### src/timer0_map.svh
`ifndef TIMER0_MAP_SVH
`define TIMER0_MAP_SVH

// ----------------------------------------
// Register offsets
// ----------------------------------------
`define ADDR_TIMER_INTERRUPT_MASK   4'h0
`define ADDR_TIMER_INTERRUPT_FLAGS  4'h1
`define ADDR_SPECIAL_FUNCTION_IO    4'h2
`define ADDR_ASYNC_STATUS_REGISTER  4'h3
`define ADDR_T0_CONTROL             4'h4
`define ADDR_T0_COUNT               4'h5
`define ADDR_T0_COMPARE_VALUE       4'h6
`define ADDR_CORE_STATUS            4'h7

// ----------------------------------------
// Field positions
// ----------------------------------------
`define BIT_T0_OVERFLOW             0
`define BIT_T0_COMPARE              1
`define BIT_T0_PRESCALER_RESET      1
`define BIT_SHARED_PRESCALER_RESET  0
`define BIT_TIMER_SYNC_HOLD         7
`define BIT_T0_ASYNC_CLOCK_SELECT   3
`define BIT_GLOBAL_IRQ_ENABLE       7
`define BIT_T0_PWM_MODE             3

// ----------------------------------------
// Reset values
// ----------------------------------------
`define RESET_BYTE                  8'h00

// ----------------------------------------
// Timing counts
// ----------------------------------------
`define ASYNC_RESET_EDGES           2'h2

`endif

### src/timer0_pkg.sv
package timer0_pkg;

    // Clock select encodings of the control register
    typedef enum logic [2:0] {
        CS_STOP    = 3'h0,
        CS_DIV1    = 3'h1,
        CS_DIV8    = 3'h2,
        CS_DIV32   = 3'h3,
        CS_DIV64   = 3'h4,
        CS_DIV128  = 3'h5,
        CS_DIV256  = 3'h6,
        CS_DIV1024 = 3'h7
    } clk_sel_t;

    // Prescaler reset handshake states
    typedef enum logic [1:0] {
        PR_IDLE,
        PR_WAIT_ASYNC,
        PR_HELD
    } pr_state_t;

endpackage

### src/prescale_if.sv
`timescale 1ns/1ps

// Prescaler control and tick between the top and the divider
interface prescale_if;
    import timer0_pkg::*;
    logic     src_tick;     // One tick of the selected source
    logic     clear;        // Hold prescaler in reset
    clk_sel_t sel;          // Division select
    logic     timer_tick;   // Count enable for timer 0

    modport ctl (output src_tick, output clear, output sel, input timer_tick);
    modport div (input src_tick, input clear, input sel, output timer_tick);
endinterface

### src/t0_prescaler.sv
`timescale 1ns/1ps
`include "timer0_map.svh"

module t0_prescaler
    import timer0_pkg::*;
(
    input  wire logic   clk,        // System clock
    input  wire logic   rst_n,      // Synchronous reset, active low
    prescale_if.div     pif         // Prescaler control
);

    typedef struct packed {
        logic [9:0] count;
        logic       tick;
    } div_state_t;

    div_state_t state_reg;
    div_state_t state_next;

    // ----------------------------------------
    // Division select decode
    // ----------------------------------------
    function automatic logic tap_hit(input clk_sel_t s, input logic [9:0] c,
                                     input logic src);
        logic hit;
        hit = 1'b0;
        unique case (s)
            CS_STOP:    hit = 1'b0;
            CS_DIV1:    hit = src;
            CS_DIV8:    hit = src && (c[2:0] == 3'h7);
            CS_DIV32:   hit = src && (c[4:0] == 5'h1f);
            CS_DIV64:   hit = src && (c[5:0] == 6'h3f);
            CS_DIV128:  hit = src && (c[6:0] == 7'h7f);
            CS_DIV256:  hit = src && (c[7:0] == 8'hff);
            CS_DIV1024: hit = src && (c == 10'h3ff);
        endcase
        return hit;
    endfunction

    // Divider counts source ticks, cleared phase on reset
    always_comb
    begin
        state_next      = state_reg;
        state_next.tick = 1'b0;
        if (pif.clear)
        begin
            state_next.count = 10'h000;
        end
        else
        begin
            state_next.tick = tap_hit(pif.sel, state_reg.count, pif.src_tick);
            if (pif.src_tick)
            begin
                state_next.count = state_reg.count + 10'h001;
            end
        end
    end

    // State register
    always_ff @(posedge clk)
    begin
        if (!rst_n)
        begin
            state_reg <= '0;
        end
        else
        begin
            state_reg <= state_next;
        end
    end

    assign pif.timer_tick = state_reg.tick;

endmodule

### src/timer0_flags_and_prescaler.sv
`timescale 1ns/1ps
`include "timer0_map.svh"

// How it works
// - Overflow interrupt needs overflow enable, global enable and overflow flag.
// - Compare flag sets when counter equals compare value.
// - Compare flag clears when its interrupt vector is executed.
// - Writing one to compare flag clears it.
// - Compare interrupt runs only with global enable, compare enable, flag.
// - Overflow flag sets when counter overflows.
// - Overflow flag clears on its vector or a written one.
// - In PWM mode overflow flag sets on direction change at zero.
// - Timer clock defaults to the I/O clock.
// - Async select bit clocks timer from oscillator input pin.
// - Async select detaches both oscillator pins from the port.
// - Prescaler offers stop, undivided, and divide by 8 to 1024.
// - Prescaler reset bit resets the prescaler phase.
// - Prescaler reset bit normally self-clears right after setting.
// - In async mode reset bit stays set until reset completes.
// - Sync hold bit stops self-clearing of prescaler reset bit.
// - Sync hold keeps both written prescaler reset bits, timers halted.
// - Clearing sync hold clears both reset bits, timers start together.
// - Compare interrupt enabled by compare enable and global enable.

module timer0_flags_and_prescaler
    import timer0_pkg::*;
(
    input  wire logic       SYS_CLK,          // 250 MHz system clock
    input  wire logic       RESETN,           // Synchronous reset, active low
    input  wire logic [3:0] ADDR,             // Register address
    input  wire logic [7:0] WDATA,            // Write data
    input  wire logic       WR,               // Write strobe
    input  wire logic       RD,               // Read strobe
    output logic      [7:0] RDATA,            // Read data, cycle after RD
    input  wire logic       GLOBAL_IRQ_EN,    // Core global interrupt enable
    input  wire logic       OVF_VECTOR_ACK,   // Overflow vector executed
    input  wire logic       CMP_VECTOR_ACK,   // Compare vector executed
    output logic            OVF_IRQ,          // Overflow interrupt request
    output logic            CMP_IRQ,          // Compare interrupt request
    input  wire logic       OSC_INPUT_PIN,    // Oscillator input pin level
    output logic            OSC_PINS_DETACH,  // Oscillator pins taken from port
    output logic            SHARED_PRESCALER_RESET // Reset to other prescaler
);

    // ----------------------------------------
    // State
    // ----------------------------------------
    typedef struct packed {
        logic [7:0] mask;
        logic [7:0] flags;
        logic       sync_hold;
        logic       t0_psr;
        logic       shared_psr;
        logic       async_sel;
        logic [2:0] busy;
        logic [7:0] ctrl;
        logic [7:0] count;
        logic [7:0] cmp;
        logic       count_down;
        logic [1:0] osc_sync;
        logic       osc_prev;
        logic [1:0] async_edges;
        pr_state_t  pr_state;
        logic [7:0] rdata;
        logic       ovf_irq;
        logic       cmp_irq;
        logic       detach;
    } top_state_t;

    top_state_t state_reg;
    top_state_t state_next;

    prescale_if pif ();

    // ----------------------------------------
    // Prescaler
    // ----------------------------------------
    t0_prescaler u_prescaler
    (
        .clk    (SYS_CLK),
        .rst_n  (RESETN),
        .pif    (pif)
    );

    // Oscillator edge from second sync stage only
    logic osc_rise;
    assign osc_rise = state_reg.osc_sync[1] && !state_reg.osc_prev;

    // Source tick: I/O clock or oscillator edge
    assign pif.src_tick = state_reg.async_sel ? osc_rise : 1'b1;
    assign pif.clear    = state_reg.t0_psr;
    assign pif.sel      = clk_sel_t'(state_reg.ctrl[2:0]);

    // ----------------------------------------
    // Register read decode
    // ----------------------------------------
    function automatic logic [7:0] read_mux(input logic [3:0] a, input top_state_t s);
        logic [7:0] v;
        v = 8'h00;
        unique case (a)
            `ADDR_TIMER_INTERRUPT_MASK:  v = s.mask;
            `ADDR_TIMER_INTERRUPT_FLAGS: v = s.flags;
            `ADDR_SPECIAL_FUNCTION_IO:
                v = {s.sync_hold, 5'h00, s.t0_psr, s.shared_psr};
            `ADDR_ASYNC_STATUS_REGISTER: v = {4'h0, s.async_sel, s.busy};
            `ADDR_T0_CONTROL:            v = s.ctrl;
            `ADDR_T0_COUNT:              v = s.count;
            `ADDR_T0_COMPARE_VALUE:      v = s.cmp;
            default:                     v = 8'h00;
        endcase
        return v;
    endfunction

    // ----------------------------------------
    // Next state
    // ----------------------------------------
    logic       pwm_mode;
    logic       ovf_event;
    logic       cmp_event;
    logic       wr_flags;
    logic       wr_sfio;
    logic       wr_async;
    logic       wr_busy_ok;
    logic [7:0] count_step;
    logic       psr_done;

    always_comb
    begin
        state_next = state_reg;
        pwm_mode   = state_reg.ctrl[`BIT_T0_PWM_MODE];
        ovf_event  = 1'b0;
        cmp_event  = 1'b0;
        count_step = state_reg.count;
        wr_flags   = WR && (ADDR == `ADDR_TIMER_INTERRUPT_FLAGS);
        wr_sfio    = WR && (ADDR == `ADDR_SPECIAL_FUNCTION_IO);
        wr_async   = WR && (ADDR == `ADDR_ASYNC_STATUS_REGISTER);
        wr_busy_ok = 1'b0;
        psr_done   = 1'b0;

        // Oscillator pin synchroniser and edge memory
        state_next.osc_sync = {state_reg.osc_sync[0], OSC_INPUT_PIN};
        state_next.osc_prev = state_reg.osc_sync[1];

        // Counter advance on prescaled tick
        if (pif.timer_tick && !state_reg.t0_psr)
        begin
            if (pwm_mode)
            begin
                if (state_reg.count_down)
                begin
                    count_step = state_reg.count - 8'h01;
                end
                else
                begin
                    count_step = state_reg.count + 8'h01;
                    if (state_reg.count == 8'hfe)
                    begin
                        state_next.count_down = 1'b1;
                    end
                    ovf_event = (state_reg.count == 8'h00) && state_reg.count_down;
                end
                if (state_reg.count_down && state_reg.count == 8'h00)
                begin
                    count_step = 8'h01;
                    state_next.count_down = 1'b0;
                    ovf_event = 1'b1;
                end
            end
            else
            begin
                count_step = state_reg.count + 8'h01;
                ovf_event  = (state_reg.count == 8'hff);
            end
            state_next.count = count_step;
            cmp_event = (count_step == state_reg.cmp);
        end

        // Register writes; busy bits clear on oscillator edges in async mode
        if (WR)
        begin
            unique case (ADDR)
                `ADDR_TIMER_INTERRUPT_MASK: state_next.mask = WDATA;
                `ADDR_T0_CONTROL:
                begin
                    state_next.ctrl = WDATA;
                    wr_busy_ok = 1'b1;
                    state_next.busy[0] = state_reg.async_sel;
                end
                `ADDR_T0_COUNT:
                begin
                    state_next.count = WDATA;
                    state_next.busy[2] = state_reg.async_sel;
                end
                `ADDR_T0_COMPARE_VALUE:
                begin
                    state_next.cmp = WDATA;
                    state_next.busy[1] = state_reg.async_sel;
                end
                default: wr_busy_ok = 1'b0;
            endcase
        end
        if (osc_rise && !(WR && ADDR >= `ADDR_T0_CONTROL))
        begin
            state_next.busy = 3'h0;
        end
        if (wr_async)
        begin
            state_next.async_sel = WDATA[`BIT_T0_ASYNC_CLOCK_SELECT];
        end

        // Flags: written ones clear, zeros leave, hardware set wins
        if (wr_flags)
        begin
            state_next.flags = state_reg.flags & ~WDATA;
        end
        if (CMP_VECTOR_ACK)
        begin
            state_next.flags[`BIT_T0_COMPARE] = 1'b0;
        end
        if (OVF_VECTOR_ACK)
        begin
            state_next.flags[`BIT_T0_OVERFLOW] = 1'b0;
        end
        if (cmp_event)
        begin
            state_next.flags[`BIT_T0_COMPARE] = 1'b1;
        end
        if (ovf_event)
        begin
            state_next.flags[`BIT_T0_OVERFLOW] = 1'b1;
        end

        // Prescaler reset bits and sync hold
        unique case (state_reg.pr_state)
            PR_IDLE:
            begin
                if (state_reg.t0_psr && !state_reg.sync_hold)
                begin
                    if (state_reg.async_sel)
                    begin
                        state_next.pr_state    = PR_WAIT_ASYNC;
                        state_next.async_edges = `ASYNC_RESET_EDGES;
                    end
                    else
                    begin
                        state_next.t0_psr = 1'b0;
                    end
                end
            end
            PR_WAIT_ASYNC:
            begin
                if (osc_rise)
                begin
                    state_next.async_edges = state_reg.async_edges - 2'h1;
                    psr_done = (state_reg.async_edges == 2'h1);
                end
                if (psr_done && !state_reg.sync_hold)
                begin
                    state_next.t0_psr   = 1'b0;
                    state_next.pr_state = PR_IDLE;
                end
                else if (state_reg.sync_hold)
                begin
                    state_next.pr_state = PR_HELD;
                end
                else if (!state_reg.async_sel)
                begin
                    state_next.t0_psr   = 1'b0;
                    state_next.pr_state = PR_IDLE;
                end
            end
            PR_HELD:
            begin
                if (!state_reg.sync_hold)
                begin
                    state_next.pr_state = PR_IDLE;
                end
            end
            default: state_next.pr_state = PR_IDLE;
        endcase
        if (!state_reg.sync_hold)
        begin
            state_next.shared_psr = 1'b0;
        end
        if (wr_sfio)
        begin
            state_next.sync_hold = WDATA[`BIT_TIMER_SYNC_HOLD];
            if (WDATA[`BIT_TIMER_SYNC_HOLD])
            begin
                state_next.t0_psr     = WDATA[`BIT_T0_PRESCALER_RESET];
                state_next.shared_psr = WDATA[`BIT_SHARED_PRESCALER_RESET];
            end
            else if (state_reg.sync_hold)
            begin
                state_next.t0_psr     = 1'b0;
                state_next.shared_psr = 1'b0;
                state_next.pr_state   = PR_IDLE;
            end
            else
            begin
                state_next.t0_psr     = state_reg.t0_psr | WDATA[`BIT_T0_PRESCALER_RESET];
                state_next.shared_psr = WDATA[`BIT_SHARED_PRESCALER_RESET];
            end
        end

        // Interrupt requests gated by masks and global enable
        state_next.ovf_irq = GLOBAL_IRQ_EN && state_next.mask[`BIT_T0_OVERFLOW]
                             && state_next.flags[`BIT_T0_OVERFLOW];
        state_next.cmp_irq = GLOBAL_IRQ_EN && state_next.mask[`BIT_T0_COMPARE]
                             && state_next.flags[`BIT_T0_COMPARE];
        state_next.detach  = state_next.async_sel;

        // Read data for one cycle after the strobe
        state_next.rdata = RD ? read_mux(ADDR, state_reg) : 8'h00;
    end

    // ----------------------------------------
    // State register
    // ----------------------------------------
    always_ff @(posedge SYS_CLK)
    begin
        if (!RESETN)
        begin
            state_reg <= '0;
        end
        else
        begin
            state_reg <= state_next;
        end
    end

    // Outputs straight from flip-flops
    assign RDATA                  = state_reg.rdata;
    assign OVF_IRQ                = state_reg.ovf_irq;
    assign CMP_IRQ                = state_reg.cmp_irq;
    assign OSC_PINS_DETACH        = state_reg.detach;
    assign SHARED_PRESCALER_RESET = state_reg.shared_psr;

endmodule

### config.mk
export PLATFORM = sky130hd
export DESIGN_NAME = timer0_flags_and_prescaler
export DESIGN_NICKNAME = d
export VERILOG_FILES = /design/src/timer0_pkg.sv /design/src/prescale_if.sv /design/src/t0_prescaler.sv /design/src/timer0_flags_and_prescaler.sv
export VERILOG_INCLUDE_DIRS = /design/src /design/src/src
export SDC_FILE = /design/constraint.sdc
export NUM_CORES = 1
export LEC_CHECK = 0
export ABC_AREA = 1
export BUFFER_PORTS_ARGS = -buffer_cell sky130_fd_sc_hd__buf_2
export CAP_MARGIN = 20
export CORE_MARGIN = 2
export CORE_UTILIZATION = 30
export CTS_CLUSTER_DIAMETER = 100
export DETAILED_ROUTE_END_ITERATION = 16
export PLACE_DENSITY = 0.55
export SYNTH_ARGS = -nofsm -noshare
export SYNTH_HDL_FRONTEND = slang
export SYNTH_HIERARCHICAL = 1
export SYNTH_SLANG_ARGS = --single-unit
### constraint.sdc
create_clock -name SYS_CLK -period 1.9 [get_ports SYS_CLK]
set_clock_uncertainty 0.1 [all_clocks]
set_input_delay 0.38 -clock SYS_CLK [delete_from_list [all_inputs] [get_ports SYS_CLK]]
set_output_delay 0.38 -clock SYS_CLK [all_outputs]
set_load 0.01 [all_outputs]
After elaboration in Yosys (flattened, before gate mapping)
Index checks and enable logic that the tools add are counted.
W data, S select, Z words.
{ "word_totals": {"regBits": 76, "latchBits": 0, "ramBits": 0, "rom_bits": 0, "out_inout_bits": 12, "elab_cells": 153, "n_memories": 0} }
{ "classes": {"addsub": 4, "n_mul": 0, "n_div": 0, "magnitude_cmp": 1, "n_eq_ne": 31, "n_shift": 0, "muxes": 49, "n_bitwise": 4, "reduce_logical": 40} }
{ "op_table": {"columns": ["op", "count"], "rows": [
  ["$mux W8", 7],
  ["$pmux W8 S7", 1],
  ["$mux W2", 14],
  ["$eq A8 B8 Y1 const B", 3],
  ["$logic_and A1 B1 Y1", 20],
  ["$mux W1", 20],
  ["$mux W16", 1],
  ["$eq A3 B3 Y1 const B", 5],
  ["$eq A4 B3 Y1 const B", 3],
  ["$reduce_and A2 Y1", 6],
  ["$add A10 B1 Y10 const B", 1],
  ["$eq A10 B10 Y1 const B", 1],
  ["$add A8 B1 Y8 const B", 1],
  ["$and A8 B8 Y8", 1],
  ["$eq A4 B2 Y1 const B", 2],
  ["$eq A8 B8 Y1", 1],
  ["$logic_not A8 Y1", 1],
  ["$mux W4", 2],
  ["$not A8 Y8", 1],
  ["$pmux W1 S8", 1],
  ["$sub A8 B1 Y8 const B", 1],
  ["$eq A7 B7 Y1 const B", 1],
  ["$eq A3 B2 Y1 const B", 2],
  ["$eq A6 B6 Y1 const B", 1],
  ["25 further kinds", 32]
]} }

Logic depth before layout (Yosys ltp)
{ "logic_depth": {"word_depth": 10, "depth_mapped": 14, "depth_no_buf": 14} }

Cells and area by module
Netlist, hierarchy kept.
{ "by_module_without_submodules": {"columns": ["module", "n_inst", "cells_each", "area_each_um2"], "rows": [
  ["timer0_flags_and_prescaler", 1, 502, 3514.6],
  ["t0_prescaler", 1, 78, 618.1]
]} }

Worst setup path before layout
No wires, ideal clock.
{ "synth_path": {"path_kind": "register -> register", "startpoint": "register state_reg[28] (netlist bit)", "endpoint": "register state_reg[51] (netlist bit)", "setup_ns": 0.132, "arrival_time_ns": 1.491, "t_required_ns": 1.668, "setup_slack_ns": 0.177, "path_stages_with_launch": 13, "period_less_slack_ns": 1.723, "path_cell_list": "dfxtp_1 -> ha_1 -> nand3_4 -> o21ai_1 -> nand2_1 -> nand2_1 -> nand3_2 -> nand2_2 -> nand2_1 -> nand2_1 -> nor2_2 -> nand3_1 -> a21oi_1"} }
{ "synth_via": {"elab_chain_len": 8} }
{ "synth_rtl": {"columns": ["item", "line_no", "source"], "rows": [
  ["from (decl)", "timer0_flags_and_prescaler.sv:70", "top_state_t state_reg;"],
  ["from (signal assigned)", "timer0_flags_and_prescaler.sv:328", "state_reg <= state_next;"],
  ["$add A8 B1 Y8 (tied with other cells)", "timer0_flags_and_prescaler.sv:155, timer0_flags_and_prescaler.sv:171", null],
  ["$mux W8 or $logic_and A1 B1 Y1 (tied branches)", "timer0_flags_and_prescaler.sv:149, timer0_flags_and_prescaler.sv:162", null],
  ["$mux W8", "timer0_flags_and_prescaler.sv:162", "if (state_reg.count_down && state_reg.count == 8'h00)"],
  ["$mux W8 *", "timer0_flags_and_prescaler.sv:147", "if (pwm_mode)"],
  ["$mux W8 *", "timer0_flags_and_prescaler.sv:145", "if (pif.timer_tick && !state_reg.t0_psr)"],
  ["$eq A8 B8 Y1 *", "timer0_flags_and_prescaler.sv:175", "cmp_event = (count_step == state_reg.cmp);"],
  ["$mux W1 *", "timer0_flags_and_prescaler.sv:145", null],
  ["$mux W1 *", "timer0_flags_and_prescaler.sv:224", "if (cmp_event)"]
]} }
Mark *: on every way between the ends. The rest lies on a longest branch, timed or not. The select of a mux whose other input is x is not followed.
A chain may end at the register's enable or synchronous reset.

Final worst setup path
{ "layout_path": {"startpoint": "input ADDR[1]", "endpoint": "register state_reg (netlist bit RDATA[3])"} }
{ "layout_via": {"elab_chain_len": 2} }
{ "layout_rtl": {"columns": ["item", "line_no", "source"], "rows": [
  ["from (decl)", "timer0_flags_and_prescaler.sv:30", "input wire logic [3:0] ADDR,"],
  ["$eq A4 B3 Y1 (tied with other cells)", "timer0_flags_and_prescaler.sv:100", "unique case (a)"],
  ["$pmux W8 S7 *", "timer0_flags_and_prescaler.sv:100", null]
]} }
Mark *: on every way between the ends. The rest lies on a longest branch, timed or not.

==> results.txt <==
The run finished, with violations left. The final reports fail on negative setup slack. The buffering stage count on the worst path with inverters included is 3.

The area fraction in compound gates after synthesis came out at 18.7%. Setup repair after global routing could not meet its margin everywhere. The critical path is of the primary input to flop type. The kind of start point of the critical path is a primary input. The layout-stage area growth over the synthesis result is 24.0%.

The number of sinks driven by the clock tree came out at 76. Entering global routing, the biggest net connects 21 pins. The total number of placement rows is 42. Across all register-to-register paths, the minimum setup slack is -0.001 ns. The antenna cell count came out at 0. The power after layout is 0.00380 W.

The floorplan step defined a core boundary enclosing 13300 um^2. The post-detailed-placement half-perimeter wirelength is 9.65 mm. The final net count is between 600 and 700.

The overall routed net length is 12.7 mm. The signal on the critical path passes through buf_2 -> inv_1 -> nor2_1 -> nand2_1 -> o22ai_1 -> a2111oi_0 -> buf_4 -> nor2_1. The slew at the pin with the worst max-slew slack is approximately 0.8 ns. The start of the worst register-to-register path is pwm_mode. Registers take 1540 um^2. The proportion of synthesized chip area in sequential cells is 36.8%. The number of violations reported at the end of detailed-routing iteration 0 is 318. In this run the critical register-to-register path is captured at RDATA[3].

Among cell families on the critical path, the largest total delay comes from compound AO/OA/AOI/OAI gates. The relative contribution of combinational cells to total power came out at 8.8%. The peak supply drop is 0.404 mV. The number of I/O pins came out at 32. The number of max-cap violations is 0.

The net load switching power came out at roughly 0.00091 W. In this run the worst hold path is classified as primary input to flop. The via total after detailed routing is 4115. The worst path required time came out at about 2.0 ns. Sequential cells account for 43.4% of the total power. The start point of the worst min-delay path is OSC_INPUT_PIN.

The full die area is 14700 um^2. In the synthesized netlist, the cells that appear most often are nand2_1 (116), dfxtp_1 (76), inv_1 (74), nand3_1 (49), nor2_1 (43). The worst hold path terminates at state_next[17]. By area, the combinational part of the netlist is dominated by simple AND/OR/NAND/NOR gates. The xor-xnor portion of the synthesized cell area came out at 0.424%. Of the post-synthesis cell area, the dominant cell type holds 36.8%. The max-slew violation total from the final report came to 0.

The sum of negative setup slack is -0.00117 ns. The sum of overflow across all layers after global routing came out at 0. The timing-limited maximum frequency came out at 526 MHz.

The most used flip-flop cell after synthesis is dfxtp_1. The switching portion of total power came out at about a quarter. The post-layout worst setup margin is -0.00117 ns. The clock group share of total power came out at a little under half. The highest fanout seen on the critical path is 8. The chip width came out at 121 um. The netlist area before placement is 4130 um^2. The via-per-instance ratio is 5.01. In this design, the stage delay of the slowest critical-path cell is ~0.67 ns.

The flip-flop count of the largest register, all copies and words added came out at 46. The worst path uses 100% of the clock period. The dominant cell type by area after synthesis is dfxtp_1.

The maximum level of the CTS H-tree is 3. The combined area of the multi-input logic cells came out at 2250 um^2. The final number of hold-violating endpoints is 0. The final count of negative-setup-slack endpoints came out at 1. The average wire per cell in the routed design came out at 15.5 um. Clock tree synthesis selected as its root buffer the cell clkbuf_16. The initial core utilization is 31.0%. The maximum clock path buffer count is 2. The clock tree from TritonCTS is done.

The mean area per synthesized cell is 7.13 um^2. The global placer's final weighted congestion is 0.921. The post-synthesis simple-gate area fraction came out at between 30% and 40%. The first-pass GRT wire length came out at 20.3 mm. The total iterations of the first detailed-routing run came out at 5.

The initial antenna violation count came to 0. The endpoint type of the worst setup path is a flop. The fraction of synthesis flops using an asynchronous set or reset pin came out at 0%. The worst pin sits at a relative slew slack of 43.8%. In this run the static leakage power is 2.18 nW. The count of filler cells inserted in the layout is 1418. Counting cells, the worst reg-to-reg path comes to 5. The number of enable-type register cells in the synthesized netlist came out at 0. Yosys attributes the largest share of cell area to dfxtp_1 (37%), nand2_1 (11%), inv_1 (6.7%). The cell count after synthesis came out at 580. The combined global-route utilization of all metal layers came out at between 10% and 20%.

The worst hold path cell count is 3. The total internal power is 0.00289 W. The share of cell area taken by muxes after synthesis is 0%.

The hold buffer count at CTS is 0. The cell with the largest stage delay on the worst path is a2111oi_0. Clock latency on the worst-skew pair, taken at its later pin, is 0.34 ns. Cells with a size suffix above 1 make up 25.1% of the layout. The clock transition at the registers of the reported paths is roughly 0.05 ns. The post-route minimum period came out at 1.90 ns. The via count of the first global-routing pass is 3760.

The total DRC errors in the routed layout came out at 0. Port buffering added 31 buffers. Among all cell types in the netlist, the one instantiated most often is nand2_1. The number of synthesis warnings came out at 6. Measured along the y axis, the die boundary spans between 100 and 150 um. The count of unique library cells instantiated by Yosys came out at 45. Summing the areas of all fa, ha and maj instances in the mapped netlist gives 2.42% of the synthesized area. The remaining number of nets flagged by the antenna check after routing is 0. Counting the buffers created by CTS gives 9. The number of synthesized register bits is 76. The number of nets produced by synthesis is 608. The most numerous cell type found on the critical path is nor2_1. The worst endpoint data arrival time came out at approximately 2 ns. In this run the power density over the cells is between 700 and 800 nW/um^2.
[worst register-to-register path, delay by kind of cell (launching register included)]
family,cells,cell delay (ns)
AOI/OAI and AO/OA,2,0.83
and+or+nand+nor,1,0.04
buffers and inverters,2,0.42
DFF,1,0.37
[layout by cell type (no fill, tap or decap), types with 9 or more instances in the layout]
master	instances
buf_4	42
o21ai_0	40
a31oi_1	9
nand3_1	46
nand2_2	9
nand2_1	112
a21oi_1	40
buf_2	31
clkbuf_16	9
nor2_1	40
dfxtp_1	69
nor2_2	15
o22ai_1	12
inv_1	69
[cell type report]
class	instances	share of cell area, %
clock buffers	12	4.62
multi-input cells	398	43.8
flip-flops and latches	76	30.1
clock inverters	4	1.44
inverters	81	6.18
well taps	176	4.30
repair buffers	74	9.57
[repair_timing]
action | 4_1_cts | 5_1_grt
endpoints found under the setup margin | 2 | 3
setup buffers | 2 | 6
pin swaps | 1 | 12
gates resized for setup | 10 | 35
[cells by family after synthesis]
kind of cell    Yosys count
compound gates          131
xor+xnor                  2
fa+ha+maj                 8
buf+inv                 106
flops                    76
simple gates            257
[metal layers]
layer	part of all wire, %	global-route usage [%]	up-vias	routed length, um
met3	6.4	3.99	16	809
met1	48	25.5	1904	6120
met4	1.4	5.89	0	183
li1	-	-	2046	-
met2	44	26.3	149	5630
met5	0	0	-	0
[worst max path at each step]
| stage | slack [ns] | startpoint | to | cells after the start |
|---|---|---|---|---|
| after floorplan | 0.18 | state_reg[28] | state_reg[51] | 12 |
| after global placement | -0.29 | ADDR[0] | RDATA[1] | 10 |
| after detailed placement | -0.24 | ADDR[1] | RDATA[2] | 8 |
| after CTS | 0.007 | state_reg[30] | state_reg[51] | 12 |
| after global routing | -0.09 | state_reg[29] | CMP_IRQ | 12 |
| final | -0.001 | ADDR[1] | RDATA[3] | 8 |
[stage by stage]
step	instances	hold WS [ns]	setup slack (ns)	utilization (%)	instance area, um^2
finish	821	0.121	-0.00117	38.4	5120
global route	821	0.132	-0.0890	38.4	5120
CTS	815	0.112	0.00749	37.2	4970
detailed placement	797	0.299	-0.236	34.6	4620
global placement	797	0.299	-0.287	34.6	4620
floorplan	580	0.290	0.177	-	4130
[power groups by stage]
stage	Combinational [W]	Clock, W	Sequential [W]
global route	0.000368	0.00192	0.00165
floorplan	0.000193	0	0.00168
detailed placement	0.000311	0	0.00168
finish	0.000335	0.00181	0.00165
global placement	0.000308	0	0.00168
CTS	0.000312	0.00184	0.00165
No activity file was read; power rests on OpenSTA's default activity.
